$ cat config.mk
export PLATFORM = sky130hd
export DESIGN_NAME = cab_exec
export DESIGN_NICKNAME = d
export VERILOG_FILES = /design/src/cab_pkg.sv /design/src/cab_exec.sv
export SDC_FILE = /design/constraint.sdc
export NUM_CORES = 2
export LEC_CHECK = 0
export BUFFER_PORTS_ARGS = -buffer_cell sky130_fd_sc_hd__buf_2
export CAP_MARGIN = 40
export CORE_MARGIN = 2
export CORE_UTILIZATION = 40
export DETAILED_ROUTE_END_ITERATION = 16
export GPL_TIMING_DRIVEN = 0
export PLACE_DENSITY = 0.52
export SLEW_MARGIN = 20
export SYNTH_ARGS = -nofsm -noshare
export SYNTH_HDL_FRONTEND = slang
export SYNTH_SLANG_ARGS = --single-unit
$ cat constraint.sdc
create_clock -name clk -period 15.9 [get_ports clk]
set_input_delay 3.975 -clock clk [delete_from_list [all_inputs] [get_ports clk]]
set_output_delay 3.975 -clock clk [all_outputs]
set_load 0.03 [all_outputs]
$ cat src/cab_pkg.sv
package cab_pkg;

	localparam int unsigned PC_W = 12;
	localparam int unsigned GPR_N = 32;

	localparam logic [2:0] FLAG_C = 3'h0;
	localparam logic [2:0] FLAG_Z = 3'h1;
	localparam logic [2:0] FLAG_N = 3'h2;
	localparam logic [2:0] FLAG_V = 3'h3;
	localparam logic [2:0] FLAG_S = 3'h4;
	localparam logic [2:0] FLAG_H = 3'h5;
	localparam logic [2:0] FLAG_T = 3'h6;

	localparam logic [7:0] STATUS_RST = 8'h00;
	localparam logic [7:0] GPR_RST = 8'h00;
	localparam logic [11:0] PC_RST = 12'h000;
	localparam logic [11:0] PC_STEP = 12'h001;
	localparam logic [11:0] PC_STEP2 = 12'h002;
	localparam logic [7:0] ALL_ONES = 8'hff;

	localparam logic [5:0] SW_GPR_LAST = 6'h1f;
	localparam logic [5:0] SW_STATUS_ADDR = 6'h20;
	localparam logic [5:0] IO_BITOP_LAST = 6'h1f;

	localparam logic [4:0] PTR_LO_IDX = 5'h1e;
	localparam logic [4:0] PTR_HI_IDX = 5'h1f;
	localparam logic [4:0] PROD_LO_IDX = 5'h00;
	localparam logic [4:0] PROD_HI_IDX = 5'h01;

	typedef enum logic [5:0] {
		OP_NOP, OP_PLUS, OP_PLUS_CARRY, OP_MINUS, OP_MINUS_WITH_BORROW, OP_MINUS_CONSTANT,
		OP_MINUS_CONSTANT_BORROW, OP_WORD_PLUS_IMM, OP_WORD_MINUS_IMM, OP_CONJ_REGS,
		OP_BITWISE_CONJ_IMM, OP_DISJ_REGS, OP_BITWISE_DISJ_IMM, OP_BITWISE_XOR_REGS,
		OP_SET_BITS_IMM, OP_CLEAR_BITS_IMM, OP_ZERO_SIGN_TEST, OP_PRODUCT_UNSIGNED,
		OP_PRODUCT_SIGNED, OP_PRODUCT_MIXED, OP_FRAC_PRODUCT_UNSIGNED, OP_FRAC_PRODUCT_SIGNED,
		OP_FRAC_PRODUCT_MIXED, OP_REL_JUMP, OP_INDIRECT_JUMP, OP_REL_CALL, OP_INDIRECT_CALL,
		OP_EQUAL_SKIP, OP_COMPARE_REGS, OP_COMPARE_WITH_CARRY, OP_COMPARE_IMM,
		OP_SKIP_REG_BIT_CLEAR, OP_SKIP_REG_BIT_SET, OP_SKIP_IO_BIT_CLEAR, OP_SKIP_IO_BIT_SET,
		OP_BRANCH_FLAG_SET, OP_BRANCH_FLAG_CLEAR, OP_BRANCH_SIGNED_GE, OP_BRANCH_SIGNED_LT,
		OP_BRANCH_UNSIGNED_HS, OP_BRANCH_UNSIGNED_LO, OP_BRANCH_HALFCARRY_SET,
		OP_BRANCH_HALFCARRY_CLEAR, OP_BRANCH_TBIT_SET, OP_BRANCH_TBIT_CLEAR,
		OP_BRANCH_OVF_SET, OP_BRANCH_OVF_CLEAR, OP_IO_BIT_CLEAR, OP_IO_BIT_SET
	} cab_op_e;

	typedef enum logic [2:0] {
		ST_EXEC = 3'b000,
		ST_HOLD = 3'b001,
		ST_CALL = 3'b011,
		ST_SKIP = 3'b010,
		ST_SKIP2 = 3'b110
	} cab_state_e;

	typedef struct packed {
		cab_op_e op;
		logic [4:0] rd;
		logic [4:0] rr;
		logic [7:0] imm;
		logic [2:0] sel;
		logic [PC_W-1:0] ofs;
		logic two_word;
	} cab_instr_s;

	typedef struct packed {
		logic [7:0] res;
		logic c;
		logic h;
		logic v;
	} cab_alu_s;

endpackage : cab_pkg

$ cat src/cab_exec.sv
// The register addresses and the address-and-strobe port were chosen for this implementation.
`timescale 1ns/1ps
`default_nettype none

// What this block does
// - Register add, with or without carry, writes sum and sets Z,C,N,V,H in one cycle.
// - Subtract register or constant, with or without borrow, stores difference, Z,C,N,V,H.
// - Word add or subtract of immediate on a pair takes two cycles, sets Z,C,N,V,S.
// - AND, OR, XOR take one cycle, set Z,N,V only, carry and half-carry kept.
// - Set bits ORs the constant; clear bits ANDs with 0xff minus constant.
// - Test ANDs a register with itself, value kept, Z,N,V set in one cycle.
// - Multiplies of three signedness kinds put product in r1:r0, set Z,C, two cycles.
// - Fractional multiplies shift the product left one before storing, Z,C, two cycles.
// - Relative jump and call go to pc plus offset plus one; indirect forms use Z.
// - Compares compute the difference without storing it and set Z,N,V,C,H.
// - Equal compare skips the next instruction, advancing pc by two or three.
// - Register bit skip tests one bit and skips on cleared or set.
// - I/O bit skip tests one I/O bit and skips when it matches.
// - Flag branches add offset plus one when matching: one cycle, two when taken.
// - Signed ge branches when N xor V is 0, signed lt when it is 1.
// - Unsigned same-or-higher branches on carry clear, lower on carry set.
// - Half-carry, T and overflow branches exist in set and cleared forms.
// - I/O bit set and clear reach addresses 0x00 to 0x1f only.
// - I/O bit set and clear rewrite the whole register read before.
module cab_exec
	import cab_pkg::*;
(
	input wire logic clk,
	input wire logic rst,
	input wire cab_instr_s cur,
	output logic [PC_W-1:0] pc_q,
	output logic [5:0] io_rd_addr,
	input wire logic [7:0] io_rd_data,
	output logic io_wr_en_q,
	output logic [5:0] io_wr_addr_q,
	output logic [7:0] io_wr_data_q,
	output logic push_en_q,
	output logic [PC_W-1:0] push_addr_q,
	input wire logic [5:0] sw_addr,
	input wire logic [7:0] sw_wdata,
	input wire logic sw_we,
	input wire logic sw_re,
	output logic [7:0] sw_rdata_q
);

	cab_state_e state_q;
	cab_state_e ex_state;
	logic [7:0] gpr_q [GPR_N];
	logic [7:0] status_flags_q;
	logic [7:0] ex_flags;
	logic ex_flag_we;
	logic in_exec;
	logic [7:0] opa;
	logic [7:0] opb;
	logic [7:0] alu_b;
	logic alu_cin;
	logic alu_sub;
	cab_alu_s au;
	logic [15:0] wv;
	logic [16:0] wsum;
	logic [15:0] ea;
	logic [15:0] eb;
	logic [15:0] prod;
	logic [PC_W-1:0] ex_pc;
	logic [PC_W-1:0] br_target;
	logic w0_en;
	logic [4:0] w0_idx;
	logic [7:0] w0_dat;
	logic w1_en;
	logic [4:0] w1_idx;
	logic [7:0] w1_dat;
	logic ex_push;
	logic ex_io_we;
	logic [7:0] ex_io_dat;
	logic [7:0] bit_mask;
	logic br_take;

	function automatic cab_alu_s add8(input logic [7:0] a, input logic [7:0] b,
		input logic cin, input logic sub);
		cab_alu_s r;
		logic [8:0] s;
		logic [4:0] lo;
		if (sub) begin
			s = {1'b0, a} - {1'b0, b} - {8'h00, cin};
			lo = {1'b0, a[3:0]} - {1'b0, b[3:0]} - {4'h0, cin};
			r.v = (a[7] & ~b[7] & ~s[7]) | (~a[7] & b[7] & s[7]);
		end else begin
			s = {1'b0, a} + {1'b0, b} + {8'h00, cin};
			lo = {1'b0, a[3:0]} + {1'b0, b[3:0]} + {4'h0, cin};
			r.v = (a[7] & b[7] & ~s[7]) | (~a[7] & ~b[7] & s[7]);
		end
		r.res = s[7:0];
		r.c = s[8];
		r.h = lo[4];
		return r;
	endfunction : add8

	assign in_exec = state_q == ST_EXEC;
	assign opa = gpr_q[cur.rd];
	assign opb = gpr_q[cur.rr];
	assign bit_mask = 8'h01 << cur.sel;
	assign io_rd_addr = {1'b0, cur.rr};
	assign br_target = pc_q + cur.ofs + PC_STEP;

	// Operand selection for the byte adder.
	always_comb begin
		alu_b = opb;
		alu_cin = 1'b0;
		alu_sub = 1'b1;
		unique case (cur.op)
			OP_PLUS: alu_sub = 1'b0;
			OP_PLUS_CARRY: begin
				alu_sub = 1'b0;
				alu_cin = status_flags_q[FLAG_C];
			end
			OP_MINUS_WITH_BORROW, OP_COMPARE_WITH_CARRY: alu_cin = status_flags_q[FLAG_C];
			OP_MINUS_CONSTANT, OP_COMPARE_IMM: alu_b = cur.imm;
			OP_MINUS_CONSTANT_BORROW: begin
				alu_b = cur.imm;
				alu_cin = status_flags_q[FLAG_C];
			end
			default: alu_sub = 1'b1;
		endcase
	end

	assign au = add8(opa, alu_b, alu_cin, alu_sub);

	// Word pair arithmetic and the multiplier.
	always_comb begin
		wv = {gpr_q[5'(cur.rd + 5'h01)], gpr_q[cur.rd]};
		if (cur.op == OP_WORD_MINUS_IMM) begin
			wsum = {1'b0, wv} - {9'h000, cur.imm};
		end else begin
			wsum = {1'b0, wv} + {9'h000, cur.imm};
		end
		ea = {8'h00, opa};
		eb = {8'h00, opb};
		if (cur.op inside {OP_PRODUCT_SIGNED, OP_PRODUCT_MIXED, OP_FRAC_PRODUCT_SIGNED,
			OP_FRAC_PRODUCT_MIXED}) begin
			ea = {{8{opa[7]}}, opa};
		end
		if (cur.op inside {OP_PRODUCT_SIGNED, OP_FRAC_PRODUCT_SIGNED}) begin
			eb = {{8{opb[7]}}, opb};
		end
		prod = ea * eb;
	end

	// Decode and execute of the instruction in front of the core.
	always_comb begin
		ex_state = ST_EXEC;
		ex_pc = pc_q + PC_STEP;
		ex_flags = status_flags_q;
		ex_flag_we = 1'b0;
		w0_en = 1'b0;
		w0_idx = cur.rd;
		w0_dat = au.res;
		w1_en = 1'b0;
		w1_idx = 5'(cur.rd + 5'h01);
		w1_dat = 8'h00;
		ex_push = 1'b0;
		ex_io_we = 1'b0;
		ex_io_dat = io_rd_data;
		br_take = 1'b0;
		unique case (cur.op)
			OP_PLUS, OP_PLUS_CARRY, OP_MINUS, OP_MINUS_WITH_BORROW, OP_MINUS_CONSTANT,
			OP_MINUS_CONSTANT_BORROW, OP_COMPARE_REGS, OP_COMPARE_WITH_CARRY,
			OP_COMPARE_IMM: begin
				w0_en = !(cur.op inside {OP_COMPARE_REGS, OP_COMPARE_WITH_CARRY,
					OP_COMPARE_IMM});
				ex_flag_we = 1'b1;
				ex_flags[FLAG_Z] = au.res == 8'h00;
				ex_flags[FLAG_C] = au.c;
				ex_flags[FLAG_N] = au.res[7];
				ex_flags[FLAG_V] = au.v;
				ex_flags[FLAG_H] = au.h;
			end
			OP_WORD_PLUS_IMM, OP_WORD_MINUS_IMM: begin
				w0_en = 1'b1;
				w0_dat = wsum[7:0];
				w1_en = 1'b1;
				w1_dat = wsum[15:8];
				ex_flag_we = 1'b1;
				ex_flags[FLAG_Z] = wsum[15:0] == 16'h0000;
				ex_flags[FLAG_C] = wsum[16];
				ex_flags[FLAG_N] = wsum[15];
				ex_flags[FLAG_V] = (cur.op == OP_WORD_PLUS_IMM) ? (~wv[15] & wsum[15])
					: (wv[15] & ~wsum[15]);
				ex_flags[FLAG_S] = wsum[15] ^ ex_flags[FLAG_V];
				ex_state = ST_HOLD;
			end
			OP_CONJ_REGS, OP_BITWISE_CONJ_IMM, OP_DISJ_REGS, OP_BITWISE_DISJ_IMM,
			OP_BITWISE_XOR_REGS, OP_SET_BITS_IMM, OP_CLEAR_BITS_IMM, OP_ZERO_SIGN_TEST: begin
				unique case (cur.op)
					OP_CONJ_REGS: w0_dat = opa & opb;
					OP_BITWISE_CONJ_IMM: w0_dat = opa & cur.imm;
					OP_DISJ_REGS: w0_dat = opa | opb;
					OP_BITWISE_DISJ_IMM, OP_SET_BITS_IMM: w0_dat = opa | cur.imm;
					OP_CLEAR_BITS_IMM: w0_dat = opa & (ALL_ONES - cur.imm);
					OP_ZERO_SIGN_TEST: w0_dat = opa & opa;
					default: w0_dat = opa ^ opb;
				endcase
				w0_en = 1'b1;
				ex_flag_we = 1'b1;
				ex_flags[FLAG_Z] = w0_dat == 8'h00;
				ex_flags[FLAG_N] = w0_dat[7];
				ex_flags[FLAG_V] = 1'b0;
			end
			OP_PRODUCT_UNSIGNED, OP_PRODUCT_SIGNED, OP_PRODUCT_MIXED, OP_FRAC_PRODUCT_UNSIGNED,
			OP_FRAC_PRODUCT_SIGNED, OP_FRAC_PRODUCT_MIXED: begin
				w0_en = 1'b1;
				w1_en = 1'b1;
				w0_idx = PROD_LO_IDX;
				w1_idx = PROD_HI_IDX;
				if (cur.op inside {OP_PRODUCT_UNSIGNED, OP_PRODUCT_SIGNED, OP_PRODUCT_MIXED}) begin
					{w1_dat, w0_dat} = prod;
				end else begin
					{w1_dat, w0_dat} = {prod[14:0], 1'b0};
				end
				ex_flag_we = 1'b1;
				ex_flags[FLAG_C] = prod[15];
				ex_flags[FLAG_Z] = {w1_dat, w0_dat} == 16'h0000;
				ex_state = ST_HOLD;
			end
			OP_REL_JUMP: begin
				ex_pc = br_target;
				ex_state = ST_HOLD;
			end
			OP_INDIRECT_JUMP: begin
				ex_pc = PC_W'({gpr_q[PTR_HI_IDX], gpr_q[PTR_LO_IDX]});
				ex_state = ST_HOLD;
			end
			OP_REL_CALL, OP_INDIRECT_CALL: begin
				ex_pc = (cur.op == OP_REL_CALL) ? br_target
					: PC_W'({gpr_q[PTR_HI_IDX], gpr_q[PTR_LO_IDX]});
				ex_push = 1'b1;
				ex_state = ST_CALL;
			end
			OP_EQUAL_SKIP: ex_state = (opa == opb) ? ST_SKIP : ST_EXEC;
			OP_SKIP_REG_BIT_CLEAR: ex_state = opb[cur.sel] ? ST_EXEC : ST_SKIP;
			OP_SKIP_REG_BIT_SET: ex_state = opb[cur.sel] ? ST_SKIP : ST_EXEC;
			OP_SKIP_IO_BIT_CLEAR: ex_state = io_rd_data[cur.sel] ? ST_EXEC : ST_SKIP;
			OP_SKIP_IO_BIT_SET: ex_state = io_rd_data[cur.sel] ? ST_SKIP : ST_EXEC;
			OP_BRANCH_FLAG_SET, OP_BRANCH_FLAG_CLEAR, OP_BRANCH_SIGNED_GE, OP_BRANCH_SIGNED_LT,
			OP_BRANCH_UNSIGNED_HS, OP_BRANCH_UNSIGNED_LO, OP_BRANCH_HALFCARRY_SET,
			OP_BRANCH_HALFCARRY_CLEAR, OP_BRANCH_TBIT_SET, OP_BRANCH_TBIT_CLEAR,
			OP_BRANCH_OVF_SET, OP_BRANCH_OVF_CLEAR: begin
				unique case (cur.op)
					OP_BRANCH_FLAG_SET: br_take = status_flags_q[cur.sel];
					OP_BRANCH_FLAG_CLEAR: br_take = !status_flags_q[cur.sel];
					OP_BRANCH_SIGNED_GE: br_take = (status_flags_q[FLAG_N]
						^ status_flags_q[FLAG_V]) == 1'b0;
					OP_BRANCH_SIGNED_LT: br_take = (status_flags_q[FLAG_N]
						^ status_flags_q[FLAG_V]) == 1'b1;
					OP_BRANCH_UNSIGNED_HS: br_take = !status_flags_q[FLAG_C];
					OP_BRANCH_UNSIGNED_LO: br_take = status_flags_q[FLAG_C];
					OP_BRANCH_HALFCARRY_SET: br_take = status_flags_q[FLAG_H];
					OP_BRANCH_HALFCARRY_CLEAR: br_take = !status_flags_q[FLAG_H];
					OP_BRANCH_TBIT_SET: br_take = status_flags_q[FLAG_T];
					OP_BRANCH_TBIT_CLEAR: br_take = !status_flags_q[FLAG_T];
					OP_BRANCH_OVF_SET: br_take = status_flags_q[FLAG_V];
					default: br_take = !status_flags_q[FLAG_V];
				endcase
				if (br_take) begin
					ex_pc = br_target;
					ex_state = ST_HOLD;
				end
			end
			OP_IO_BIT_SET, OP_IO_BIT_CLEAR: begin
				ex_io_we = 1'b1;
				ex_io_dat = (cur.op == OP_IO_BIT_SET) ? (io_rd_data | bit_mask)
					: (io_rd_data & ~bit_mask);
				ex_state = ST_HOLD;
			end
			default: ex_state = ST_EXEC;
		endcase
	end

	// Sequencer: extra cycles of multi-cycle instructions and of skips.
	always_ff @(posedge clk or posedge rst) begin
		if (rst) begin
			state_q <= ST_EXEC;
		end else begin
			unique case (state_q)
				ST_EXEC: state_q <= ex_state;
				ST_CALL: state_q <= ST_HOLD;
				ST_SKIP: state_q <= cur.two_word ? ST_SKIP2 : ST_EXEC;
				default: state_q <= ST_EXEC;
			endcase
		end
	end

	always_ff @(posedge clk or posedge rst) begin
		if (rst) begin
			pc_q <= PC_RST;
		end else if (in_exec) begin
			pc_q <= ex_pc;
		end else if (state_q == ST_SKIP) begin
			pc_q <= pc_q + (cur.two_word ? PC_STEP2 : PC_STEP);
		end
	end

	// Working registers; core writes win over a software write in the same cycle.
	always_ff @(posedge clk or posedge rst) begin
		if (rst) begin
			for (int i = 0; i < GPR_N; i++) begin
				gpr_q[i] <= GPR_RST;
			end
		end else begin
			if (sw_we && sw_addr <= SW_GPR_LAST) begin
				gpr_q[sw_addr[4:0]] <= sw_wdata;
			end
			if (in_exec && w0_en) begin
				gpr_q[w0_idx] <= w0_dat;
			end
			if (in_exec && w1_en) begin
				gpr_q[w1_idx] <= w1_dat;
			end
		end
	end

	always_ff @(posedge clk or posedge rst) begin
		if (rst) begin
			status_flags_q <= STATUS_RST;
		end else if (in_exec && ex_flag_we) begin
			status_flags_q <= ex_flags;
		end else if (sw_we && sw_addr == SW_STATUS_ADDR) begin
			status_flags_q <= sw_wdata;
		end
	end

	// I/O write-back of bit operations and the return address push.
	always_ff @(posedge clk or posedge rst) begin
		if (rst) begin
			io_wr_en_q <= 1'b0;
			io_wr_addr_q <= 6'h00;
			io_wr_data_q <= 8'h00;
		end else begin
			io_wr_en_q <= in_exec && ex_io_we;
			if (in_exec && ex_io_we) begin
				io_wr_addr_q <= io_rd_addr & IO_BITOP_LAST;
				io_wr_data_q <= ex_io_dat;
			end
		end
	end

	always_ff @(posedge clk or posedge rst) begin
		if (rst) begin
			push_en_q <= 1'b0;
			push_addr_q <= PC_RST;
		end else begin
			push_en_q <= in_exec && ex_push;
			if (in_exec && ex_push) begin
				push_addr_q <= pc_q + PC_STEP;
			end
		end
	end

	always_ff @(posedge clk or posedge rst) begin
		if (rst) begin
			sw_rdata_q <= 8'h00;
		end else if (sw_re) begin
			if (sw_addr <= SW_GPR_LAST) begin
				sw_rdata_q <= gpr_q[sw_addr[4:0]];
			end else if (sw_addr == SW_STATUS_ADDR) begin
				sw_rdata_q <= status_flags_q;
			end else begin
				sw_rdata_q <= 8'h00;
			end
		end
	end

endmodule : cab_exec

`default_nettype wire

After elaboration in Yosys (flattened, before gate mapping)
Index checks and enable logic that the tools add are counted.
- output and inout bits: 54
- flip-flop bits (word level): 314
- input port bits: 66
- logic and storage cells: 300
- eq/ne operators: 57
- $lt $le $gt $ge: 11
- mux-type cells: 82
- add/subtract/negate cells: 16
- reduce and logical (&&, ||, !) cells: 48
- multipliers: 1
- shifts and indexed selects: 1
- bitwise operators: 38
- operators with widths (cell ; number):
    $bwmux W256 ; 3
    $mux W256 ; 3
    $mux W8 ; 21
    $bmux W8 S5 ; 4
    $demux W8 S5 ; 3
    $eq A6 B6 Y1 const B ; 18
    $eq A6 B5 Y1 const B ; 16
    $eq A6 B4 Y1 const B ; 8
    $mux W12 ; 4
    $pmux W12 S4 ; 1
    $pmux W8 S6 ; 1
    $and A8 B8 Y8 ; 5
    $ge A6 B6 Y1 const B ; 6
    $not A5 Y6 ; 6
    $logic_not A16 Y1 ; 2
    $mux W16 ; 2
    $reduce_or A25 Y1 ; 1
    $add A12 B1 Y12 const B ; 2
    $eq A6 B3 Y1 const B ; 4
    $or A8 B8 Y8 ; 3
    $pmux W8 S3 ; 1
    $reduce_or A12 Y1 ; 2
    $lt A6 B1 Y1 const B ; 3
    $add A16 B8 Y17 ; 1
    other kinds (61) ; 134

Longest topological paths before layout
- depth in word-level cells: 13
- gate-level depth with buffers: 36

Worst setup path after synthesis
No wires, ideal clock.
- kind: input-to-reg
- start point: input cur[24] (netlist bit)
- end point: register gpr_q[103] (netlist bit)
- stages: 28
- arrival: 11898 ps
- setup slack: 3877 ps
- library setup time: 125 ps
- cells stage by stage: buf_6 -> buf_6 -> buf_1 -> mux4_2 -> mux4_2 -> a21oi_1 -> nor2_1 -> fa_1 -> inv_1 -> fa_1 -> fa_1 -> inv_1 -> fa_1 -> inv_1 -> fa_1 -> fa_1 -> xor2_1 -> xnor2_1 -> xnor2_1 -> xnor2_1 -> xnor3_1 -> a21boi_0 -> or3_1 -> a22o_1 -> a31oi_1 -> a2bb2oi_2 -> buf_6 -> o21ai_2
- cells in the longest elaborated chain, start to end: 13
- elaborated cells on any way between the ends: 27
- RTL lines (element ; line ; RTL):
    from (decl) ; cab_exec.sv:30 ; input wire cab_instr_s cur,
    $not A5 Y6 (implied by the code) (*) ; cab_exec.sv:100 ; assign opb = gpr_q[cur.rr];
    $bmux W8 S5 (*) ; cab_exec.sv:100 ;
    $mux W8 (implied by the code) (*) (2 in a row) ; cab_exec.sv:100 ;
    $mux W16 or $mux W8 (tied branches) ; cab_exec.sv:142, cab_exec.sv:110 ;
    $mul A16 B16 Y16, or another cell as far along ; cab_exec.sv:145 ; prod = ea * eb;
    $mux W8, or another cell as far along ; cab_exec.sv:214 ; if (cur.op inside {OP_PRODUCT_UNSIGNED, OP_PRODUCT_SIGNED, OP_PRODUCT_MIXED}) begin
    $mux W8 or $mux W9 (tied branches) ; cab_exec.sv:164, cab_exec.sv:83 ;
    $pmux W8 S3 ; cab_exec.sv:164 ; unique case (cur.op)
    $bwmux W256 ; cab_exec.sv:313 ; gpr_q[w0_idx] <= w0_dat;
    $mux W256 ; cab_exec.sv:312 ; if (in_exec && w0_en) begin
    $bwmux W256 ; cab_exec.sv:316 ; gpr_q[w1_idx] <= w1_dat;
    $mux W256 (*) ; cab_exec.sv:315 ; if (in_exec && w1_en) begin
    to (signal, indexed assignment) ; cab_exec.sv:310 ; gpr_q[sw_addr[4:0]] <= sw_wdata;
    to (signal, indexed assignment) ; cab_exec.sv:313 ;
    to (signal, indexed assignment) ; cab_exec.sv:316 ;
    to (decl) ; cab_exec.sv:48 ; logic [7:0] gpr_q [GPR_N];
Mark *: on every way between the ends. The rest lies on a longest branch, timed or not. The select of a mux whose other input is x is not followed.
A chain may end at the register's enable or synchronous reset.

Worst setup path after layout
- start point: input cur[25] (netlist bit)
- end point: register gpr_q[85] (netlist bit)
Same word-level chain as after synthesis.

==> results.json <==
{
  "wl_um": 204000,
  "design.die.area_sq_um": 86800,
  "vias_after_detailed_routing": 36600,
  "postSynthAreaPerCell_sq_um": 8.90,
  "drt_pass1_iterations": 7,
  "final_area_sq_um": 38600,
  "via_count_of_the_first_global_routing_pass": 34100,
  "route.detailed.drc": 0,
  "avgViaCountPerCell": 7.01,
  "synthDistinctLibCells": 80,
  "ys.flop_type": "sky130_fd_sc_hd__dfrtp_1",
  "power.share.sequential_pct": 24.4,
  "grt_setup_unrepaired": "false",
  "crit_slowest_cell": "sky130_fd_sc_hd__clkbuf_1",
  "layout-drive-gt1-share_pct": 17.8,
  "timing.reg2reg.worst_path_depth": 27,
  "synth_async_sr_flop_share_pct": 100,
  "hold_class": "reg2reg",
  "netSwitchingFraction_pct": 55.3,
  "io-pin-count": 120,
  "std_cell_rows": 106,
  "relSlewSlack_pct": 29.1,
  "post-route-min-period_ns": 14.53,
  "required_ns": 16.33,
  "drt_first_iter_violations": 4959,
  "whs_path_depth": 2,
  "cts_setup_buffers": 0,
  "pwr-share-clk_pct": 12.9,
  "worst_setup_hold_path_clk_slew_ns": 0.05,
  "cell_area_reported_after_detailed_placement_sq_um": 37100,
  "yosysMostFrequentCell": "sky130_fd_sc_hd__nand2_1",
  "cts_tree": "built",
  "post_cts_resize_count": 0,
  "critical_path.startpoint_type": "input port",
  "fin_nets": 4299,
  "timing.critical_path.fanout_max": 10,
  "antenna_found_initial": 23,
  "power.leakage_nw": 15.8,
  "finalPower_mw": 7.75,
  "slew_viol_final": 0,
  "postSynthCellCount": 3799,
  "cts.sinks": 314,
  "synthTopCellsByArea": "sky130_fd_sc_hd__dfrtp_1 23%, sky130_fd_sc_hd__mux4_2 18%, sky130_fd_sc_hd__nand3_1 6.3%",
  "route.antenna.remaining_nets": 0,
  "criticalPathCategory": "in2reg",
  "clock_tree.htree_level_count": 2,
  "setup_viol": 0,
  "grt_usage_pct": 46.6,
  "place.detailed.hpwl_um": 158000,
  "largest_net_degree_at_the_start_of_global_routing": 98,
  "share_of_the_yosys_chip_area_belonging_to_registers_pct": 23.2,
  "worst-slew-pin-transition_ns": 1.06,
  "synth_enable_flop_cells": 0,
  "critPathMaxStageDelay_ns": 0.65,
  "clock_tree.buffer_depth": 3,
  "core_sq_um": 83700,
  "port-buffer-count": 96,
  "finalClockSkew_ns": 0.0264,
  "latest_clock_arrival_within_the_worst_skew_pair_ns": 0.61,
  "numCtsBuffers": 43,
  "start_util_pct": 40.4,
  "worst_path_most_repeated_cell": "sky130_fd_sc_hd__inv_1",
  "grt_overflow_total": 0,
  "gp_routability_congestion": 1.09,
  "net-switching-power_mw": 4.29,
  "internal_power_mw": 3.46,
  "post_synth_most_frequent_cells": "470 x sky130_fd_sc_hd__nand2_1, 423 x sky130_fd_sc_hd__nand3_1, 314 x sky130_fd_sc_hd__dfrtp_1",
  "ys_warn_count": 0,
  "die_y_um": 295,
  "critical_path_arrival_ns": 14.96,
  "synthToLayoutAreaGrowth_pct": 14.2,
  "number_of_synthesized_register_bits": 314,
  "synth.largest_area_cell": "sky130_fd_sc_hd__dfrtp_1",
  "irDropWorstVdd_uv": 120,
  "status": "completed",
  "cell_area_power_density_nw_per_um2": 201,
  "fp.dieW_um": 295,
  "syn_std_cell_area_sq_um": 33800,
  "grt_pass1_wl_um": 278000,
  "max_cap_viol_count": 0,
  "wl_cell_um": 39.2,
  "timing.critical_path.to_type": "register",
  "cts-root-buf": "sky130_fd_sc_hd__clkbuf_16",
  "fmax_mhz": 68.8,
  "finalHoldViolations": 0,
  "synth_top_area_share_pct": 23.2,
  "cts_hold_buf": 0,
  "post-route-period-util_pct": 91.4,
  "comb_power_share_pct": 62.7
}
## layout make-up
| type | count | area [sq um] |
|---|---|---|
| clock buffer | 59 | 1230 |
| fill | 8248 | 45100 |
| antenna | 12 | 30.0 |
| sequential | 314 | 7860 |
| inverter | 193 | 732 |
| multi-input combinational | 2940 | 23900 |
| tap | 1134 | 1420 |
| buffer | 353 | 1590 |
| clock inverter | 15 | 170 |
| timing repair buffer | 197 | 1690 |
## routing by layer
layer | vias to the layer above | track usage, % | part of all wire [%]
li1 | 14700 | - | -
met1 | 18200 | 57.5 | 37
met2 | 2884 | 66.8 | 41
met3 | 733 | 17.0 | 13
met4 | 20 | 33.8 | 9.1
met5 | - | 1.64 | 0.16
## cell usage in the layout (no fill, tap or decap), types with 15 or more instances in the layout
cell type	instances
sky130_fd_sc_hd__nand2_1	470
sky130_fd_sc_hd__nand3_1	423
sky130_fd_sc_hd__dfrtp_1	314
sky130_fd_sc_hd__o21ai_0	310
sky130_fd_sc_hd__o211ai_1	267
sky130_fd_sc_hd__mux4_2	266
sky130_fd_sc_hd__clkbuf_1	242
sky130_fd_sc_hd__inv_1	189
sky130_fd_sc_hd__nor2_1	165
sky130_fd_sc_hd__mux2i_1	142
sky130_fd_sc_hd__buf_2	128
sky130_fd_sc_hd__ha_1	114
sky130_fd_sc_hd__a21oi_1	91
sky130_fd_sc_hd__fa_1	77
sky130_fd_sc_hd__xnor2_1	61
sky130_fd_sc_hd__buf_6	52
sky130_fd_sc_hd__clkbuf_16	45
sky130_fd_sc_hd__a22oi_1	43
sky130_fd_sc_hd__buf_4	39
sky130_fd_sc_hd__buf_1	37
sky130_fd_sc_hd__mux2_2	37
sky130_fd_sc_hd__nor3_1	37
sky130_fd_sc_hd__nor2b_1	32
sky130_fd_sc_hd__o21ai_2	32
sky130_fd_sc_hd__clkbuf_2	30
sky130_fd_sc_hd__nand2b_1	26
sky130_fd_sc_hd__a221oi_1	24
sky130_fd_sc_hd__xor2_1	23
sky130_fd_sc_hd__a31oi_1	18
sky130_fd_sc_hd__a21o_1	18
sky130_fd_sc_hd__buf_8	18
sky130_fd_sc_hd__a22o_1	17
sky130_fd_sc_hd__a211oi_1	15
## critical path: cells and delay by family
kind / cells / cell delay [ns]
buffers and inverters: 16 / 4.36
adders and majority gates: 8 / 3.28
AOI/OAI and AO/OA: 7 / 1.86
muxes: 3 / 0.94
and+or+nand+nor: 1 / 0.23
xor gates and xnor gates: 1 / 0.21
## cell families (layout without fill, tap and decap cells)
kind of cell	after synthesis	in the layout	synth area share [%]
compound gates	943	943	18.4
xor+xnor	87	87	2.34
fa+ha+maj	191	191	8.78
buf+inv	546	817	6.71
flops	314	314	23.2
mux	447	447	23.2
other cells	1	14	0.0111
simple gates	1270	1270	17.3
## power by group through the flow
stage / clock network [mW] / logic, mW / registers [mW]
after CTS: 1.01 / 4.64 / 1.82
after floorplan: 0 / 2.75 / 1.48
after detailed placement: 0 / 4.60 / 1.83
final: 0.999 / 4.85 / 1.89
after global routing: 1.03 / 5.05 / 1.86
after global placement: 0 / 4.48 / 1.83
## registers in the layout (all words and copies together), names as in the netlist
register        cells
sw_rdata_q          8
gpr_q             256
push_addr_q        12
status_flags_q      8
pc_q               12
io_wr_addr_q        5
io_wr_data_q        8
io_wr_en_q          1
push_en_q           1
state_q             3
## per-stage QoR
stage	std cells	setup slack (ns)	hold WS, ns	util, %	TNS (ns)
5_1_grt	5209	1.16	0.494	46.1	0
3_3_place_gp	5030	-1.47	0.461	42.7	-429.88
4_1_cts	5195	1.84	0.477	46.0	0
6_report	5217	1.37	0.478	46.1	0
3_5_place_dp	5121	1.20	0.465	44.3	0
2_1_floorplan	3800	3.24	0.448	-	0
## path summary, 6_finish.rpt
path	from	to	slack (ns)
setup reg to reg	gpr_q[214]	gpr_q[85]	5.77
min in group asynchronous	rst	gpr_q[185]	3.37
hold reg to reg	io_wr_addr_q[4]	io_wr_addr_q[4]	0.48
setup / recovery	cur[25]	gpr_q[85]	1.37
max in group asynchronous	rst	io_wr_data_q[5]	11.13
hold / removal	io_wr_addr_q[4]	io_wr_addr_q[4]	0.48
Power figures use the tool's default switching activity.
